`config.mk`:
```
export PLATFORM = sky130hd
export DESIGN_NAME = boot_clock_strap_config
export DESIGN_NICKNAME = d
export VERILOG_FILES = /design/src/rtl/boot_clock_strap_pkg.sv /design/src/rtl/boot_clock_strap_config.sv
export SDC_FILE = /design/constraint.sdc
export NUM_CORES = 1
export LEC_CHECK = 0
export BUFFER_PORTS_ARGS = -buffer_cell sky130_fd_sc_hd__buf_4
export CORE_ASPECT_RATIO = 0.7
export CORE_MARGIN = 2
export CORE_UTILIZATION = 35
export CTS_BUF_LIST = sky130_fd_sc_hd__clkbuf_2
export DETAILED_ROUTE_END_ITERATION = 6
export MAX_ROUTING_LAYER = met4
export PLACE_DENSITY = 0.74
export SLEW_MARGIN = 20
export SYNTH_ARGS = -nofsm -noshare
export SYNTH_HDL_FRONTEND = slang
export SYNTH_SLANG_ARGS = --single-unit
```
`constraint.sdc`:
```
create_clock -name clock_in -period 4.2 [get_ports clock_in]
set_input_delay 0.63 -clock clock_in [delete_from_list [all_inputs] [get_ports clock_in]]
set_output_delay 0.63 -clock clock_in [all_outputs]
set_load 0.02 [all_outputs]
```
`src/rtl/boot_clock_strap_pkg.sv`:
```
`default_nettype none

package boot_clock_strap_pkg;

    // Boot source strap encodings
    typedef enum logic [1:0] {
        BOOT_SPI_SLAVE  = 2'h0,
        BOOT_SPI_MASTER = 2'h1,
        BOOT_PARALLEL   = 2'h2,
        BOOT_ROM        = 2'h3
    } boot_mode_t;

    // Clock ratio strap encodings
    localparam logic [1:0] CLK_STRAP_32 = 2'h0;
    localparam logic [1:0] CLK_STRAP_16 = 2'h1;
    localparam logic [1:0] CLK_STRAP_6  = 2'h2;
    localparam logic [1:0] CLK_STRAP_RSV = 2'h3;

    localparam int MULT_W = 7;
    localparam logic [MULT_W-1:0] MULT_32  = 7'h20;
    localparam logic [MULT_W-1:0] MULT_16  = 7'h10;
    localparam logic [MULT_W-1:0] MULT_6   = 7'h06;
    localparam logic [MULT_W-1:0] MULT_MIN = 7'h01;
    localparam logic [MULT_W-1:0] MULT_MAX = 7'h40;

    // Divisor select 0..3 means 1,2,4,8
    localparam logic [1:0] DIV_SEL_1 = 2'h0;
    localparam logic [3:0] DIV_ONE   = 4'h1;

    typedef struct packed {
        logic [MULT_W-1:0] mult;
        logic [3:0]        div;
    } clk_ratio_t;

    typedef struct packed {
        logic        spi_slave;
        logic        spi_master;
        logic        parallel8;
        logic        rom_exec;
    } boot_sel_t;

endpackage

`default_nettype wire

```
`src/rtl/boot_clock_strap_config.sv`:
```
`timescale 1ns/100ps
`default_nettype none

module boot_clock_strap_config (
    input  wire logic                                    clock_in,
    input  wire logic                                    rst_b_in,
    input  wire logic [1:0]                              boot_source_straps_in,
    input  wire logic [1:0]                              clock_ratio_straps_in,
    input  wire logic                                    boot_done_in,
    input  wire logic                                    sw_ratio_write_in,
    input  wire logic [boot_clock_strap_pkg::MULT_W-1:0] sw_mult_in,
    input  wire logic [1:0]                              sw_div_sel_in,
    output logic                                         straps_valid_out,
    output logic [1:0]                                   boot_mode_out,
    output boot_clock_strap_pkg::boot_sel_t              boot_sel_out,
    output logic                                         byte_wide_load_out,
    output boot_clock_strap_pkg::clk_ratio_t             clk_ratio_out,
    output logic                                         sw_ratio_active_out,
    output logic                                         sw_ratio_error_out
);

    function automatic boot_clock_strap_pkg::boot_sel_t decode_boot(input logic [1:0] m);
        boot_clock_strap_pkg::boot_sel_t s;
        s            = '0;
        s.spi_slave  = (m == boot_clock_strap_pkg::BOOT_SPI_SLAVE);
        s.spi_master = (m == boot_clock_strap_pkg::BOOT_SPI_MASTER);
        s.parallel8  = (m == boot_clock_strap_pkg::BOOT_PARALLEL);
        s.rom_exec   = (m == boot_clock_strap_pkg::BOOT_ROM);
        return s;
    endfunction

    function automatic logic [boot_clock_strap_pkg::MULT_W-1:0] strap_mult(input logic [1:0] c);
        logic [boot_clock_strap_pkg::MULT_W-1:0] r;
        case (c)
            boot_clock_strap_pkg::CLK_STRAP_32: r = boot_clock_strap_pkg::MULT_32;
            boot_clock_strap_pkg::CLK_STRAP_16: r = boot_clock_strap_pkg::MULT_16;
            boot_clock_strap_pkg::CLK_STRAP_6:  r = boot_clock_strap_pkg::MULT_6;
            boot_clock_strap_pkg::CLK_STRAP_RSV: r = boot_clock_strap_pkg::MULT_6;
            default:                            r = boot_clock_strap_pkg::MULT_6;
        endcase
        return r;
    endfunction

    // Divisor select code to actual divisor
    function automatic logic [3:0] div_decode(input logic [1:0] sel);
        logic [3:0] d;
        d = 4'(4'h1 << sel);
        return d;
    endfunction

    logic                                      valid_reg,  valid_next;
    boot_clock_strap_pkg::boot_mode_t          mode_reg,   mode_next;
    boot_clock_strap_pkg::boot_sel_t           sel_reg,    sel_next;
    logic                                      byte_reg,   byte_next;
    boot_clock_strap_pkg::clk_ratio_t          ratio_reg,  ratio_next;
    logic                                      sw_reg,     sw_next;
    logic                                      err_reg,    err_next;
    logic                                      sw_ok;

    assign sw_ok = (sw_mult_in >= boot_clock_strap_pkg::MULT_MIN)
                && (sw_mult_in <= boot_clock_strap_pkg::MULT_MAX);

    always_comb begin
        valid_next = valid_reg;
        mode_next  = mode_reg;
        sel_next   = sel_reg;
        byte_next  = byte_reg;
        ratio_next = ratio_reg;
        sw_next    = sw_reg;
        err_next   = 1'b0;
        if (!valid_reg) begin
            valid_next       = 1'b1;
            mode_next        = boot_clock_strap_pkg::boot_mode_t'(boot_source_straps_in);
            sel_next         = decode_boot(boot_source_straps_in);
            byte_next        = (boot_source_straps_in == boot_clock_strap_pkg::BOOT_PARALLEL);
            ratio_next.mult  = strap_mult(clock_ratio_straps_in);
            ratio_next.div   = boot_clock_strap_pkg::DIV_ONE;
        end else if (sw_ratio_write_in) begin
            if (boot_done_in && sw_ok) begin
                ratio_next.mult = sw_mult_in;
                ratio_next.div  = div_decode(sw_div_sel_in);
                sw_next         = 1'b1;
            end else begin
                err_next = 1'b1;
            end
        end
    end

    always_ff @(posedge clock_in or negedge rst_b_in) begin
        if (!rst_b_in) begin
            valid_reg <= 1'b0;
            mode_reg  <= boot_clock_strap_pkg::BOOT_SPI_SLAVE;
            sel_reg   <= '0;
            byte_reg  <= 1'b0;
            ratio_reg <= '0;
            sw_reg    <= 1'b0;
            err_reg   <= 1'b0;
        end else begin
            valid_reg <= valid_next;
            mode_reg  <= mode_next;
            sel_reg   <= sel_next;
            byte_reg  <= byte_next;
            ratio_reg <= ratio_next;
            sw_reg    <= sw_next;
            err_reg   <= err_next;
        end
    end

    assign straps_valid_out    = valid_reg;
    assign boot_mode_out       = mode_reg;
    assign boot_sel_out        = sel_reg;
    assign byte_wide_load_out  = byte_reg;
    assign clk_ratio_out       = ratio_reg;
    assign sw_ratio_active_out = sw_reg;
    assign sw_ratio_error_out  = err_reg;

    // Strap capture checks
    a_mode_hold: assert property (@(posedge clock_in) disable iff (!rst_b_in)
        valid_reg && $past(valid_reg) |-> mode_reg == $past(mode_reg))
        else $error("boot mode changed after capture");

    a_sel_hold: assert property (@(posedge clock_in) disable iff (!rst_b_in)
        valid_reg && $past(valid_reg) |-> sel_reg == $past(sel_reg) && byte_reg == $past(byte_reg))
        else $error("boot select changed after capture");

    a_valid_stay: assert property (@(posedge clock_in) disable iff (!rst_b_in)
        $past(valid_reg) |-> valid_reg)
        else $error("strap valid dropped without reset");

    a_mode_map: assert property (@(posedge clock_in) disable iff (!rst_b_in)
        $rose(valid_reg) |-> mode_reg == $past(boot_source_straps_in))
        else $error("boot mode differs from straps at capture");

    a_rom_decode: assert property (@(posedge clock_in) disable iff (!rst_b_in)
        valid_reg |-> sel_reg.rom_exec == (mode_reg == boot_clock_strap_pkg::BOOT_ROM))
        else $error("rom select mismatch");

    a_rom_clean: assert property (@(posedge clock_in) disable iff (!rst_b_in)
        valid_reg && sel_reg.rom_exec |-> !byte_reg && !sel_reg.spi_slave && !sel_reg.spi_master)
        else $error("external load selected with rom start");

    a_onehot_sel: assert property (@(posedge clock_in) disable iff (!rst_b_in)
        valid_reg |-> $onehot(sel_reg))
        else $error("boot select not one-hot");

    a_spi_decode: assert property (@(posedge clock_in) disable iff (!rst_b_in)
        valid_reg |-> sel_reg.spi_slave == (mode_reg == boot_clock_strap_pkg::BOOT_SPI_SLAVE)
            && sel_reg.spi_master == (mode_reg == boot_clock_strap_pkg::BOOT_SPI_MASTER))
        else $error("spi select mismatch");

    a_par_decode: assert property (@(posedge clock_in) disable iff (!rst_b_in)
        valid_reg |-> sel_reg.parallel8 == (mode_reg == boot_clock_strap_pkg::BOOT_PARALLEL))
        else $error("parallel select mismatch");

    a_byte_load: assert property (@(posedge clock_in) disable iff (!rst_b_in)
        valid_reg |-> byte_reg == sel_reg.parallel8)
        else $error("byte load mismatch");

    a_strap_ratio: assert property (@(posedge clock_in) disable iff (!rst_b_in)
        $rose(valid_reg) |-> ratio_reg.div == boot_clock_strap_pkg::DIV_ONE
            && (ratio_reg.mult == boot_clock_strap_pkg::MULT_32 || ratio_reg.mult == boot_clock_strap_pkg::MULT_16
            || ratio_reg.mult == boot_clock_strap_pkg::MULT_6))
        else $error("strap ratio illegal");

    a_ratio_map: assert property (@(posedge clock_in) disable iff (!rst_b_in)
        $rose(valid_reg) |-> ratio_reg.mult == (
            $past(clock_ratio_straps_in) == boot_clock_strap_pkg::CLK_STRAP_32 ? boot_clock_strap_pkg::MULT_32 :
            $past(clock_ratio_straps_in) == boot_clock_strap_pkg::CLK_STRAP_16 ? boot_clock_strap_pkg::MULT_16 :
            boot_clock_strap_pkg::MULT_6))
        else $error("strap ratio not mapped");

    a_strap_clean: assert property (@(posedge clock_in) disable iff (!rst_b_in)
        $rose(valid_reg) |-> !sw_reg && !err_reg)
        else $error("software state set at capture");

    // Software ratio checks
    a_sw_range: assert property (@(posedge clock_in) disable iff (!rst_b_in)
        sw_reg |-> ratio_reg.mult >= boot_clock_strap_pkg::MULT_MIN
            && ratio_reg.mult <= boot_clock_strap_pkg::MULT_MAX
            && $onehot(ratio_reg.div) && ratio_reg.div <= 4'h8)
        else $error("software ratio out of range");

    a_sw_gate: assert property (@(posedge clock_in) disable iff (!rst_b_in)
        valid_reg && sw_ratio_write_in && !boot_done_in |=> ratio_reg == $past(ratio_reg) && err_reg)
        else $error("ratio changed before boot done");

    a_sw_take: assert property (@(posedge clock_in) disable iff (!rst_b_in)
        valid_reg && sw_ratio_write_in && boot_done_in && sw_ok |=> ratio_reg.mult == $past(sw_mult_in) && sw_reg)
        else $error("software ratio not taken");

    a_div_take: assert property (@(posedge clock_in) disable iff (!rst_b_in)
        valid_reg && sw_ratio_write_in && boot_done_in && sw_ok
            |=> ratio_reg.div == 4'(4'h1 << $past(sw_div_sel_in)))
        else $error("software divisor not taken");

    a_range_refuse: assert property (@(posedge clock_in) disable iff (!rst_b_in)
        valid_reg && sw_ratio_write_in && !sw_ok |=> ratio_reg == $past(ratio_reg) && err_reg)
        else $error("out of range numerator accepted");

    a_err_cause: assert property (@(posedge clock_in) disable iff (!rst_b_in)
        err_reg |-> $past(valid_reg) && $past(sw_ratio_write_in))
        else $error("error pulse without a write");

    a_no_early: assert property (@(posedge clock_in) disable iff (!rst_b_in)
        $rose(sw_reg) |-> $past(boot_done_in) && $past(sw_ratio_write_in))
        else $error("software ratio active before boot done");

    a_active_stay: assert property (@(posedge clock_in) disable iff (!rst_b_in)
        $past(sw_reg) |-> sw_reg)
        else $error("software ratio dropped without reset");

    a_quiet_ratio: assert property (@(posedge clock_in) disable iff (!rst_b_in)
        valid_reg && $past(valid_reg) && !$past(sw_ratio_write_in) |-> ratio_reg == $past(ratio_reg))
        else $error("ratio changed without a write");

    // Scenario coverage
    c_rom: cover property (@(posedge clock_in) $rose(valid_reg) && sel_reg.rom_exec);
    c_par: cover property (@(posedge clock_in) $rose(valid_reg) && sel_reg.parallel8);
    c_spi: cover property (@(posedge clock_in) $rose(valid_reg) && sel_reg.spi_master);
    c_sw:  cover property (@(posedge clock_in) $rose(sw_reg));
    c_err: cover property (@(posedge clock_in) err_reg);

endmodule

`default_nettype wire

```
==> reports/qor.yml, run 1 <==
status: "finished clean"
finalNetCount: 127
crit_fanout: 11
synth-seq-area-share_pct: 60.5
die_x_um: 62.1
cts_tree: "yes"
pwr-share-seq_pct: 58.3
synthCells: 72
max_clock_freq_ghz: 0.411
grt_pass1_wl_mm: 3.20
grt_antenna_before_repair: 0
synth.largest_area_cell: "dfrtp_1"
setup.worst_path.start_class: "input pin"
clock_path_buffers: 2
drive_gt1_share_pct: 41.7
clockPowerShare_pct: 20.0
coreArea_um2: 2190
drcViolationCount: 0
gp_congestion: 0.750
via_count: 691
endpoint_kind: "flip-flop"
die_h_um: 44.7
first_global_vias: 674
final.setup.tns_ps: 0
rsz0062_at_grt: "no"
fin_skew_ps: 3.73
reg2reg_to: "clk_ratio_out[8]$_DFFE_PN0P_"
synth_top_cells_by_area: "dfrtp_1 (61%), nand2_1 (6.8%), mux2_2 (4.1%), a32o_1 (3.6%), a22o_1 (3.2%)"
finalSetupViolCount: 0
syn2layout_area_growth_pct: 37.5
grt_max_degree: 21
insertion_delay_ps: 300
power.share.switching_pct: 28.7
antenna-diode-count: 0
drt_iter0_drc: 24
layout_common_cells: "buf_4 (37), dfrtp_1 (20), nand2_1 (15), inv_1 (4)"
critPathLaunch: "sw_mult_in[4]"
initial_core_util_pct: 37.8
p_int_mw: 0.263
fin_crit_sh_pct: 57.9
ctsHoldBuffers: 0
postSynthAreaPerCell_um2: 11.5
p_leak_nw: 0.574
p_per_area_nw_per_um2: 324
ctsResizeCount: 0
hold_class: "input pin to async pin"
p_comb_share_pct: 21.7
max_slew_margin_pct: 44.8
cts-buffers-inserted: 3
dr.pass1.iters: 5
worstRegToRegCells: 3
wl_per_cell_um: 13.8
ys_warn_count: 0
crit_arrival_ps: 2640
cap_violations: 0
r2r_setup_slack_ps: 2280
cp.required_ps: 4410
syn_area_um2: 827
htreeDepth: 1
ant_nets: 0
path_buf_inv: 1
drt-total-wl_mm: 1.93
synth_top_area_share_pct: 60.5
fin_ws_ps: 1770
tightest_slew_ps: 825
clock-sinks: 20
crit_path_end: "clk_ratio_out[6]$_DFFE_PN0P_"
vias_per_cell: 4.94
cp_cell_sequence: "buf_4, or4_1, nor4_1, o31a_1, mux2_2"
critPathSlowestCell: "or4_1"
hold_viol_final: 0
clkSlewWorstSetupHoldPaths_ps: 170
gr-total-overflow: 0
dp_slack_ps: 1440
pin_count: 38
post_cts_buffers: 0
yosys_register_bits: 20
final_common_cell: "buf_4"
port_buffers: 37
die_area_um2: 2770
ir_drop_uv: 209
criticalPathCategory: "input pin to flip-flop"
final_max_slew_viol_count: 0
root_buffer: "clkbuf_2"
grt.total_usage_pct: 15.9
synth_fp_nets: 89
ys_types: 21
p_sw_mw: 0.106
period_needed_ps: 2430
dp_hpwl_mm: 1.52
fillers: 214
crit-reg2reg-launch: "straps_valid_out$_DFF_PN0_"
critical-path-top-delay-family: "simple AND/OR/NAND/NOR gates"
finalPower_mw: 0.368
cpPeakStageDelay_ps: 530
path_depth: 5
floorplan.rows: 14
[power by group through the flow]
stage | sequential (mW) | combinational, mW | clock [mW]
floorplan | 0.232 | 0.0238 | 0
global placement | 0.218 | 0.0797 | 0
detailed placement | 0.218 | 0.0811 | 0
CTS | 0.215 | 0.0814 | 0.0743
global route | 0.217 | 0.0862 | 0.0862
finish | 0.215 | 0.0801 | 0.0735
[synthesized netlist by cell type]
master     n
or2_2      1
a22oi_1    1
inv_1      4
a221o_1    1
buf_4      2
nor2_1     1
nor4b_2    1
mux2_2     3
clkbuf_1   2
o21ai_0    3
o31a_1     2
nand2b_1   2
nand2_1   15
nor3b_1    2
a22o_1     3
dfrtp_1   20
or4_1      1
a32o_1     3
nor4_1     1
conb_1     1
o31ai_1    3
[cell type report]
type / instances / area, um2 / share of cell area, %
clock buffers: 3 / 15.0 / 1.32
flip-flops and latches: 20 / 500 / 44.0
inverters: 4 / 15.0 / 1.32
multi-input cells: 44 / 289 / 25.4
repair buffers: 37 / 278 / 24.4
well taps: 32 / 40.0 / 3.52
[metrics by stage]
| step | util [%] | std cells | area (um2) | hold slack, ps |
|---|---|---|---|---|
| floorplan | - | 72 | 827 | 334 |
| global placement | 51.3 | 137 | 1120 | 459 |
| detailed placement | 51.3 | 137 | 1120 | 466 |
| CTS | 51.9 | 140 | 1140 | 159 |
| global route | 51.9 | 140 | 1140 | 110 |
| finish | 51.9 | 140 | 1140 | 159 |
[registers in the layout, indices dropped and copies added, names as in the netlist]
name                 cells
sw_ratio_error_out       1
boot_sel_out             3
byte_wide_load_out       1
sw_ratio_active_out      1
clk_ratio_out           11
boot_mode_out            2
straps_valid_out         1
[logic make-up after synthesis]
family	share of synthesized area, %
compound gates	15.6
buf+inv	4.54
flops	60.5
mux	4.08
other cells	0.453
simple gates	14.8
[layer usage]
| metal | global-route usage, % | vias to the layer above | part of all wire, % |
|---|---|---|---|
| li1 | - | 326 | - |
| met1 | 20.7 | 332 | 47 |
| met2 | 22.8 | 29 | 45 |
| met3 | 5.60 | 4 | 7.1 |
| met4 | 6.22 | 0 | 1.1 |
| met5 | - | - | 0 |
[how the worst min path moves through the flow]
stage / end / slack (ps) / cells after the start
finish: sw_ratio_error_out$_DFF_PN0_ / 160 / 1
CTS: clk_ratio_out[9]$_DFFE_PN0P_ / 160 / 1
global placement: boot_mode_out[1]$_DFFE_PN0N_ / 460 / 2
detailed placement: sw_ratio_active_out$_DFFE_PN0P_ / 470 / 1
global route: clk_ratio_out[9]$_DFFE_PN0P_ / 110 / 1
floorplan: boot_mode_out[0]$_DFFE_PN0N_ / 330 / 0
No activity file was read; power rests on OpenSTA's default activity.
==> inputs of run 2 (changes only) <==
--- a/config.mk
+++ b/config.mk
@@ -5,6 +5,7 @@
 export SDC_FILE = /design/constraint.sdc
 export NUM_CORES = 1
 export LEC_CHECK = 0
+export ABC_AREA = 1
 export BUFFER_PORTS_ARGS = -buffer_cell sky130_fd_sc_hd__buf_4
 export CORE_ASPECT_RATIO = 0.7
 export CORE_MARGIN = 2
@@ -12,7 +13,7 @@
 export CTS_BUF_LIST = sky130_fd_sc_hd__clkbuf_2
 export DETAILED_ROUTE_END_ITERATION = 6
 export MAX_ROUTING_LAYER = met4
-export PLACE_DENSITY = 0.74
+export PLACE_DENSITY = 0.71
 export SLEW_MARGIN = 20
 export SYNTH_ARGS = -nofsm -noshare
 export SYNTH_HDL_FRONTEND = slang
==> constraint.sdc (replaced) <==
create_clock -name clock_in -period 2.55 [get_ports clock_in]
set_input_delay 0.3825 -clock clock_in [delete_from_list [all_inputs] [get_ports clock_in]]
set_output_delay 0.3825 -clock clock_in [all_outputs]
set_load 0.02 [all_outputs]
==> reports/qor.yml, run 2 <==
drcViolationCount: 0  # unchanged
ys_warn_count: 0  # unchanged
finalSetupViolCount: 0  # unchanged
path_buf_inv: 2  # +1
die_x_um: 67.6  # +8.8%
cts_tree: "yes"
grt_antenna_before_repair: 0  # unchanged
grt.total_usage_pct: 16.3  # +0.47 points
critPathSlowestCell: "dfrtp_1"
drt-total-wl_mm: 2.39  # +24%
synth_flop_cell: "dfrtp_1"
worstRegToRegCells: 5  # +2
root_buffer: "clkbuf_2"
drive_gt1_share_pct: 29.4  # -12 points
setup.worst_path.start_class: "flip-flop"
endpoint_kind: "output pin"
syn_area_um2: 990  # +20%
final_common_cell: "buf_4"
criticalPathCategory: "flip-flop to output pin"
synth_edf_count: 0  # unchanged
dr.pass1.iters: 4  # -1
fin_crit_sh_pct: 63.1
holdPathEnd: "boot_sel_out[2]$_DFFE_PN0N_"
synthArstFlopShare_pct: 100  # unchanged
wl_per_cell_um: 12.2  # -12%
cts-buffers-inserted: 3  # unchanged
drt_iter0_drc: 65  # +170%
die_h_um: 48.5  # +8.6%
ys_types: 19  # -9.5%
largest_reg_flops: 11  # unchanged
rsz0062_at_grt: "no"
final_max_slew_viol_count: 0  # unchanged
pin_count: 38  # unchanged
synth-seq-area-share_pct: 50.6  # -9.9 points
first_global_vias: 880  # +31%
grt_max_degree: 21  # unchanged
grt_pass1_wl_mm: 3.96  # +24%
crit-reg2reg-launch: "straps_valid_out$_DFF_PN0_"
initial_core_util_pct: 36.1  # -1.7 points
synthCells: 122  # +69%
post_cts_buffers: 0  # unchanged
synth.largest_area_cell: "dfrtp_1"
cap_violations: 0  # unchanged
insertion_delay_ps: 320  # +20 ps
reg2reg_to: "clk_ratio_out[3]$_DFFE_PN0P_"
hold_class: "input pin to flip-flop"
via_count: 944  # +37%
coreArea_um2: 2740  # +25%
postSynthAreaPerCell_um2: 8.11  # -29%
p_per_area_nw_per_um2: 488  # +51%
synth_common_cells: "nand2_1 (32), dfrtp_1 (20), nand3_1 (19), inv_1 (14), nor2_1 (8)"
status: "finished clean"
antenna-diode-count: 0  # unchanged
synth_fp_nets: 139  # +56%
syn2layout_area_growth_pct: 32.6
yosys_register_bits: 20  # unchanged
worstHoldStart: "boot_source_straps_in[1]"
floorplan.rows: 16  # +2
finalPower_mw: 0.641  # +74%
fin_skew_ps: 12.4  # +8.69 ps
dp_hpwl_mm: 1.83  # +20%
cp.required_ps: 2170  # -2240 ps
r2r_setup_slack_ps: 1260  # -1020 ps
gr-total-overflow: 0  # unchanged
holdPathStages: 2
critical-path-top-delay-family: "flip-flops"
vias_per_cell: 4.82  # -2.4%
gp_congestion: 0.742  # -1.2%
ir_drop_uv: 320  # +53%
die_area_um2: 3280  # +18%
max_clock_freq_ghz: 0.621
crit_arrival_ps: 1230  # -1410 ps
layout_common_cells: "buf_4 (38), nand2_1 (32), dfrtp_1 (20), nand3_1 (19), inv_1 (14)"
clkSlewWorstSetupHoldPaths_ps: 180  # about the same
synth_top_area_share_pct: 50.6  # -9.9 points
final.setup.tns_ps: 0  # unchanged
crit_top_cell: "buf_4"
crit_fanout: 16  # +5
yosysMostFrequentCell: "nand2_1"
clock_path_buffers: 2  # unchanged
ant_nets: 0  # unchanged
p_leak_nw: 0.739  # +29%
hold_viol_final: 0  # unchanged
cpPeakStageDelay_ps: 490  # -40 ps
finalNetCount: 178  # +40%
period_needed_ps: 1610
synth_top_cells_by_area: "dfrtp_1 (51%), nand2_1 (12%), nand3_1 (9.6%), inv_1 (5.3%), nand4_1 (3.8%)"
htreeDepth: 1  # unchanged
cp_cell_sequence: "buf_4, buf_4"
port_buffers: 37  # unchanged
clock-sinks: 20  # unchanged
## run 2: worst register-to-register path, delay by kind of cell (launching register included)
kind	cells	cell delay [ps]
buffers and inverters	2	410
flip-flops	1	490
AND/OR/NAND/NOR	3	340
## run 2: area by class of cell
| type | count | area (um2) |
|---|---|---|
| Clock buffer | 3 | 15.0 |
| Clock inverter | 1 | 3.75 |
| Fill cell | 265 | 1430 |
| Inverter | 14 | 52.6 |
| Multi-Input combinational cell | 83 | 400 |
| Sequential cell | 20 | 500 |
| Tap cell | 36 | 45.0 |
| Timing Repair Buffer | 39 | 295 |
## run 2: layer usage
metal,up-vias,routed length (um),global-route usage [%]
li1,469,-,-
met1,445,1100,22.3
met2,26,1150,25.3
met3,4,124,4.19
met4,0,15,2.04
met5,-,0,-
## run 2: timing repair
item	4_1_cts	5_1_grt
hold buffers	1	0
endpoints found under the hold margin	20	0
resized for setup	0	0
## run 2: how the worst max path moves through the flow
stage	cells after the start	startpoint	to	slack, ps
after floorplan	7	sw_mult_in[4]	clk_ratio_out[0]$_DFFE_PN0P_	1370
after global placement	7	sw_mult_in[4]	clk_ratio_out[6]$_DFFE_PN0P_	1180
after detailed placement	7	sw_mult_in[2]	clk_ratio_out[9]$_DFFE_PN0P_	1120
after CTS	2	straps_valid_out$_DFF_PN0_	straps_valid_out	930
after global routing	2	straps_valid_out$_DFF_PN0_	straps_valid_out	820
final	2	straps_valid_out$_DFF_PN0_	straps_valid_out	940
## run 2: power breakdown
| group | internal, mW | total [mW] | switching [mW] |
|---|---|---|---|
| logic | 0.0669 | 0.160 | 0.0926 |
| registers | 0.339 | 0.353 | 0.0140 |
| clock network | 0.0341 | 0.128 | 0.0940 |
## run 2: logic make-up after synthesis
logic type | count (synthesis) | share of synthesized area [%]
buffers and inverters | 19 | 8.98
AO/OA/AOI/OAI | 10 | 5.81
flip-flops | 20 | 50.6
AND/OR/NAND/NOR | 72 | 34.3
other | 1 | 0.379
## run 2: per-stage QoR
| stage | instance area [um2] | utilization [%] | hold WS (ps) | cells | worst slack, ps |
|---|---|---|---|---|---|
| 3_3_place_gp | 1280 | 46.8 | 264 | 191 | 1180 |
| 6_report | 1310 | 47.9 | 239 | 196 | 940 |
| 2_1_floorplan | 990 | - | 86.9 | 122 | 1370 |
| 4_1_cts | 1310 | 47.9 | 218 | 196 | 927 |
| 5_1_grt | 1310 | 47.9 | 206 | 196 | 824 |
| 3_5_place_dp | 1280 | 46.8 | 272 | 191 | 1120 |
==> inputs of run 3 (changes only) <==
--- a/config.mk
+++ b/config.mk
@@ -5,7 +5,7 @@
 export SDC_FILE = /design/constraint.sdc
 export NUM_CORES = 1
 export LEC_CHECK = 0
-export ABC_AREA = 1
+export ABC_AREA = 0
 export BUFFER_PORTS_ARGS = -buffer_cell sky130_fd_sc_hd__buf_4
 export CORE_ASPECT_RATIO = 0.7
 export CORE_MARGIN = 2
@@ -13,7 +13,7 @@
 export CTS_BUF_LIST = sky130_fd_sc_hd__clkbuf_2
 export DETAILED_ROUTE_END_ITERATION = 6
 export MAX_ROUTING_LAYER = met4
-export PLACE_DENSITY = 0.71
+export PLACE_DENSITY = 0.76
 export SLEW_MARGIN = 20
 export SYNTH_ARGS = -nofsm -noshare
 export SYNTH_HDL_FRONTEND = slang
==> constraint.sdc (replaced) <==
create_clock -name clock_in -period 1.42 [get_ports clock_in]
set_input_delay 0.213 -clock clock_in [delete_from_list [all_inputs] [get_ports clock_in]]
set_output_delay 0.213 -clock clock_in [all_outputs]
set_load 0.02 [all_outputs]
==> reports/qor.yml, run 3 (synthesis gave the netlist of run 1 again) <==
grt_pass1_wl_mm: 3.53  # -11%
setup.worst_path.start_class: "input pin"
die_x_um: 62.1  # -8.1%
drt-total-wl_mm: 2.06  # -14%
cap_violations: 0  # unchanged
root_buffer: "clkbuf_2"
crit_arrival_ps: 1860  # +630 ps
antenna-diode-count: 0  # unchanged
critPathLaunch: "sw_mult_in[1]"
rsz0062_at_grt: "yes"
drive_gt1_share_pct: 48.7  # +19 points
cts-buffers-inserted: 3  # unchanged
pin_count: 38  # unchanged
cpPeakStageDelay_ps: 540  # +50 ps
first_global_vias: 713  # -19%
clkSlewWorstSetupHoldPaths_ps: 190  # about the same
finalNetCount: 137  # -23%
htreeDepth: 1  # unchanged
critPathSlowestCell: "or4_4"
worstRegToRegCells: 3  # -2
drcViolationCount: 0  # unchanged
drt_iter0_drc: 34  # -48%
via_count: 711  # -25%
cts_tree: "yes"
gp_congestion: 0.790  # +6.6%
clock-sinks: 20  # unchanged
insertion_delay_ps: 310  # about the same
crit_fanout: 11  # -5
crit-reg2reg-launch: "straps_valid_out$_DFF_PN0_"
dp_hpwl_mm: 1.57  # -15%
fin_crit_sh_pct: 115
period_needed_ps: 1640
finalSetupViolCount: 12  # +12
r2r_setup_slack_ps: 110  # -1150 ps
vias_per_cell: 4.71  # -2.2%
syn2layout_area_growth_pct: 52.2
final_common_cell: "buf_4"
cp.required_ps: 1650  # -520 ps
p_leak_nw: 0.636  # -14%
reg2reg_to: "clk_ratio_out[6]$_DFFE_PN0P_"
status: "complete, but fails checks"
place_inst: 144  # -25%
path_depth: 5  # +3
fin_ws_ps: -216  # -1160 ps
max_clock_freq_ghz: 0.611
ant_nets: 0  # unchanged
wl_per_cell_um: 13.6  # +12%
clock_path_buffers: 2  # unchanged
register_area_um2: 500  # unchanged
coreArea_um2: 2190  # -20%
dr.pass1.iters: 4  # unchanged
grt_antenna_before_repair: 0  # unchanged
path_buf_inv: 1  # -1
hold_class: "input pin to flip-flop"
port_buffers: 37  # unchanged
initial_core_util_pct: 37.8  # +1.7 points
gr-total-overflow: 0  # unchanged
fin_skew_ps: 19.8  # +7.36 ps
multi_input_area_um2: 314  # -22%
final_max_slew_viol_count: 0  # unchanged
fillers: 191  # -28%
hold_viol_final: 0  # unchanged
crit_path_end: "clk_ratio_out[8]$_DFFE_PN0P_"
floorplan.rows: 14  # -2
violations: "setup timing"
p_per_area_nw_per_um2: 893  # +83%
die_h_um: 44.7  # -7.9%
final_area_um2: 1260  # -4.1%
critical-path-top-delay-family: "compound AO/OA/AOI/OAI gates"
dp_slack_ps: -654  # -1770 ps
grt_max_degree: 21  # unchanged
cp_cell_sequence: "buf_6, or4_4, o31a_1, o31a_2, a221o_1"
endpoint_kind: "flip-flop"
ir_drop_uv: 561  # +76%
place_area_um2: 1180  # -7.7%
criticalPathCategory: "input pin to flip-flop"
fin_cells: 151  # -23%
grt.total_usage_pct: 17.4  # +1.0 points
largest_reg_flops: 11  # unchanged
die_area_um2: 2770  # -15%
layout_common_cells: "buf_4 (42), dfrtp_1 (20), nand2_1 (15), inv_1 (4), buf_6 (4)"
## run 3: changes by cell type in the layout (fill, tap and decap cells not counted), moves of 3 or more
| cell | change |
|---|---|
| nand3_1 | -19 |
| o21ai_0 | -4 |
| nand4_1 | -6 |
| inv_1 | -10 |
| buf_6 | +4 |
| buf_4 | +4 |
| nor2_1 | -7 |
| nand2_1 | -17 |
| mux2_2 | +3 |
| a22o_1 | +3 |
| o31ai_1 | +3 |
| a32o_1 | +3 |
## run 3: layout make-up
class	instances	area share (%)
clock buffers	3	1.19
inverters	4	1.19
multi-input cells	44	25.0
well taps	32	3.18
clock inverters	1	0.298
repair buffers	47	29.4
flip-flops and latches	20	39.8
## run 3: worst min-delay path by stage
stage	to	depth (start not counted)	startpoint	slack [ps]
finish	boot_sel_out[3]$_DFFE_PN0N_	2	boot_source_straps_in[0]	60
global route	boot_sel_out[3]$_DFFE_PN0N_	2	boot_source_straps_in[0]	20
CTS	boot_sel_out[2]$_DFFE_PN0N_	2	boot_source_straps_in[1]	50
detailed placement	clk_ratio_out[5]$_DFFE_PN0P_	1	rst_b_in	110
global placement	boot_mode_out[1]$_DFFE_PN0N_	1	rst_b_in	100
floorplan	boot_mode_out[0]$_DFFE_PN0N_	0	rst_b_in	-80
## run 3: layer usage
layer / part of all wire [%] / GRT usage (%) / vias up
li1: - / - / 352
met3: 5.7 / 4.58 / 2
met4: 0.97 / 5.33 / 0
met2: 42 / 27.4 / 30
met1: 51 / 22.5 / 327
met5: 0 / - / -
## run 3: power by group
group | total (mW) | switching, mW | internal (mW) | leakage [nW]
logic | 0.271 | 0.139 | 0.132 | 0.370
registers | 0.629 | 0.0214 | 0.608 | 0.252
clock network | 0.224 | 0.163 | 0.0612 | 0.0140
## run 3: repair_timing
item,4_1_cts,5_1_grt
hold endpoints to repair,20,0
hold buffers,1,0
gates resized for setup,5,2
setup buffers,1,2
gates cloned,0,0
pin swaps,7,3
endpoints found under the setup margin,12,13
## run 3: through the flow
step | TNS [ps] | hold slack [ps] | util, % | power (mW)
floorplan | -5180 | -82.6 | - | 0.759
global placement | -6970 | 102 | 54.1 | 0.893
detailed placement | -7840 | 106 | 54.1 | 0.897
CTS | -2170 | 52.4 | 56.7 | 1.13
global route | -2360 | 19.7 | 57.5 | 1.19
finish | -2210 | 64.8 | 57.5 | 1.12
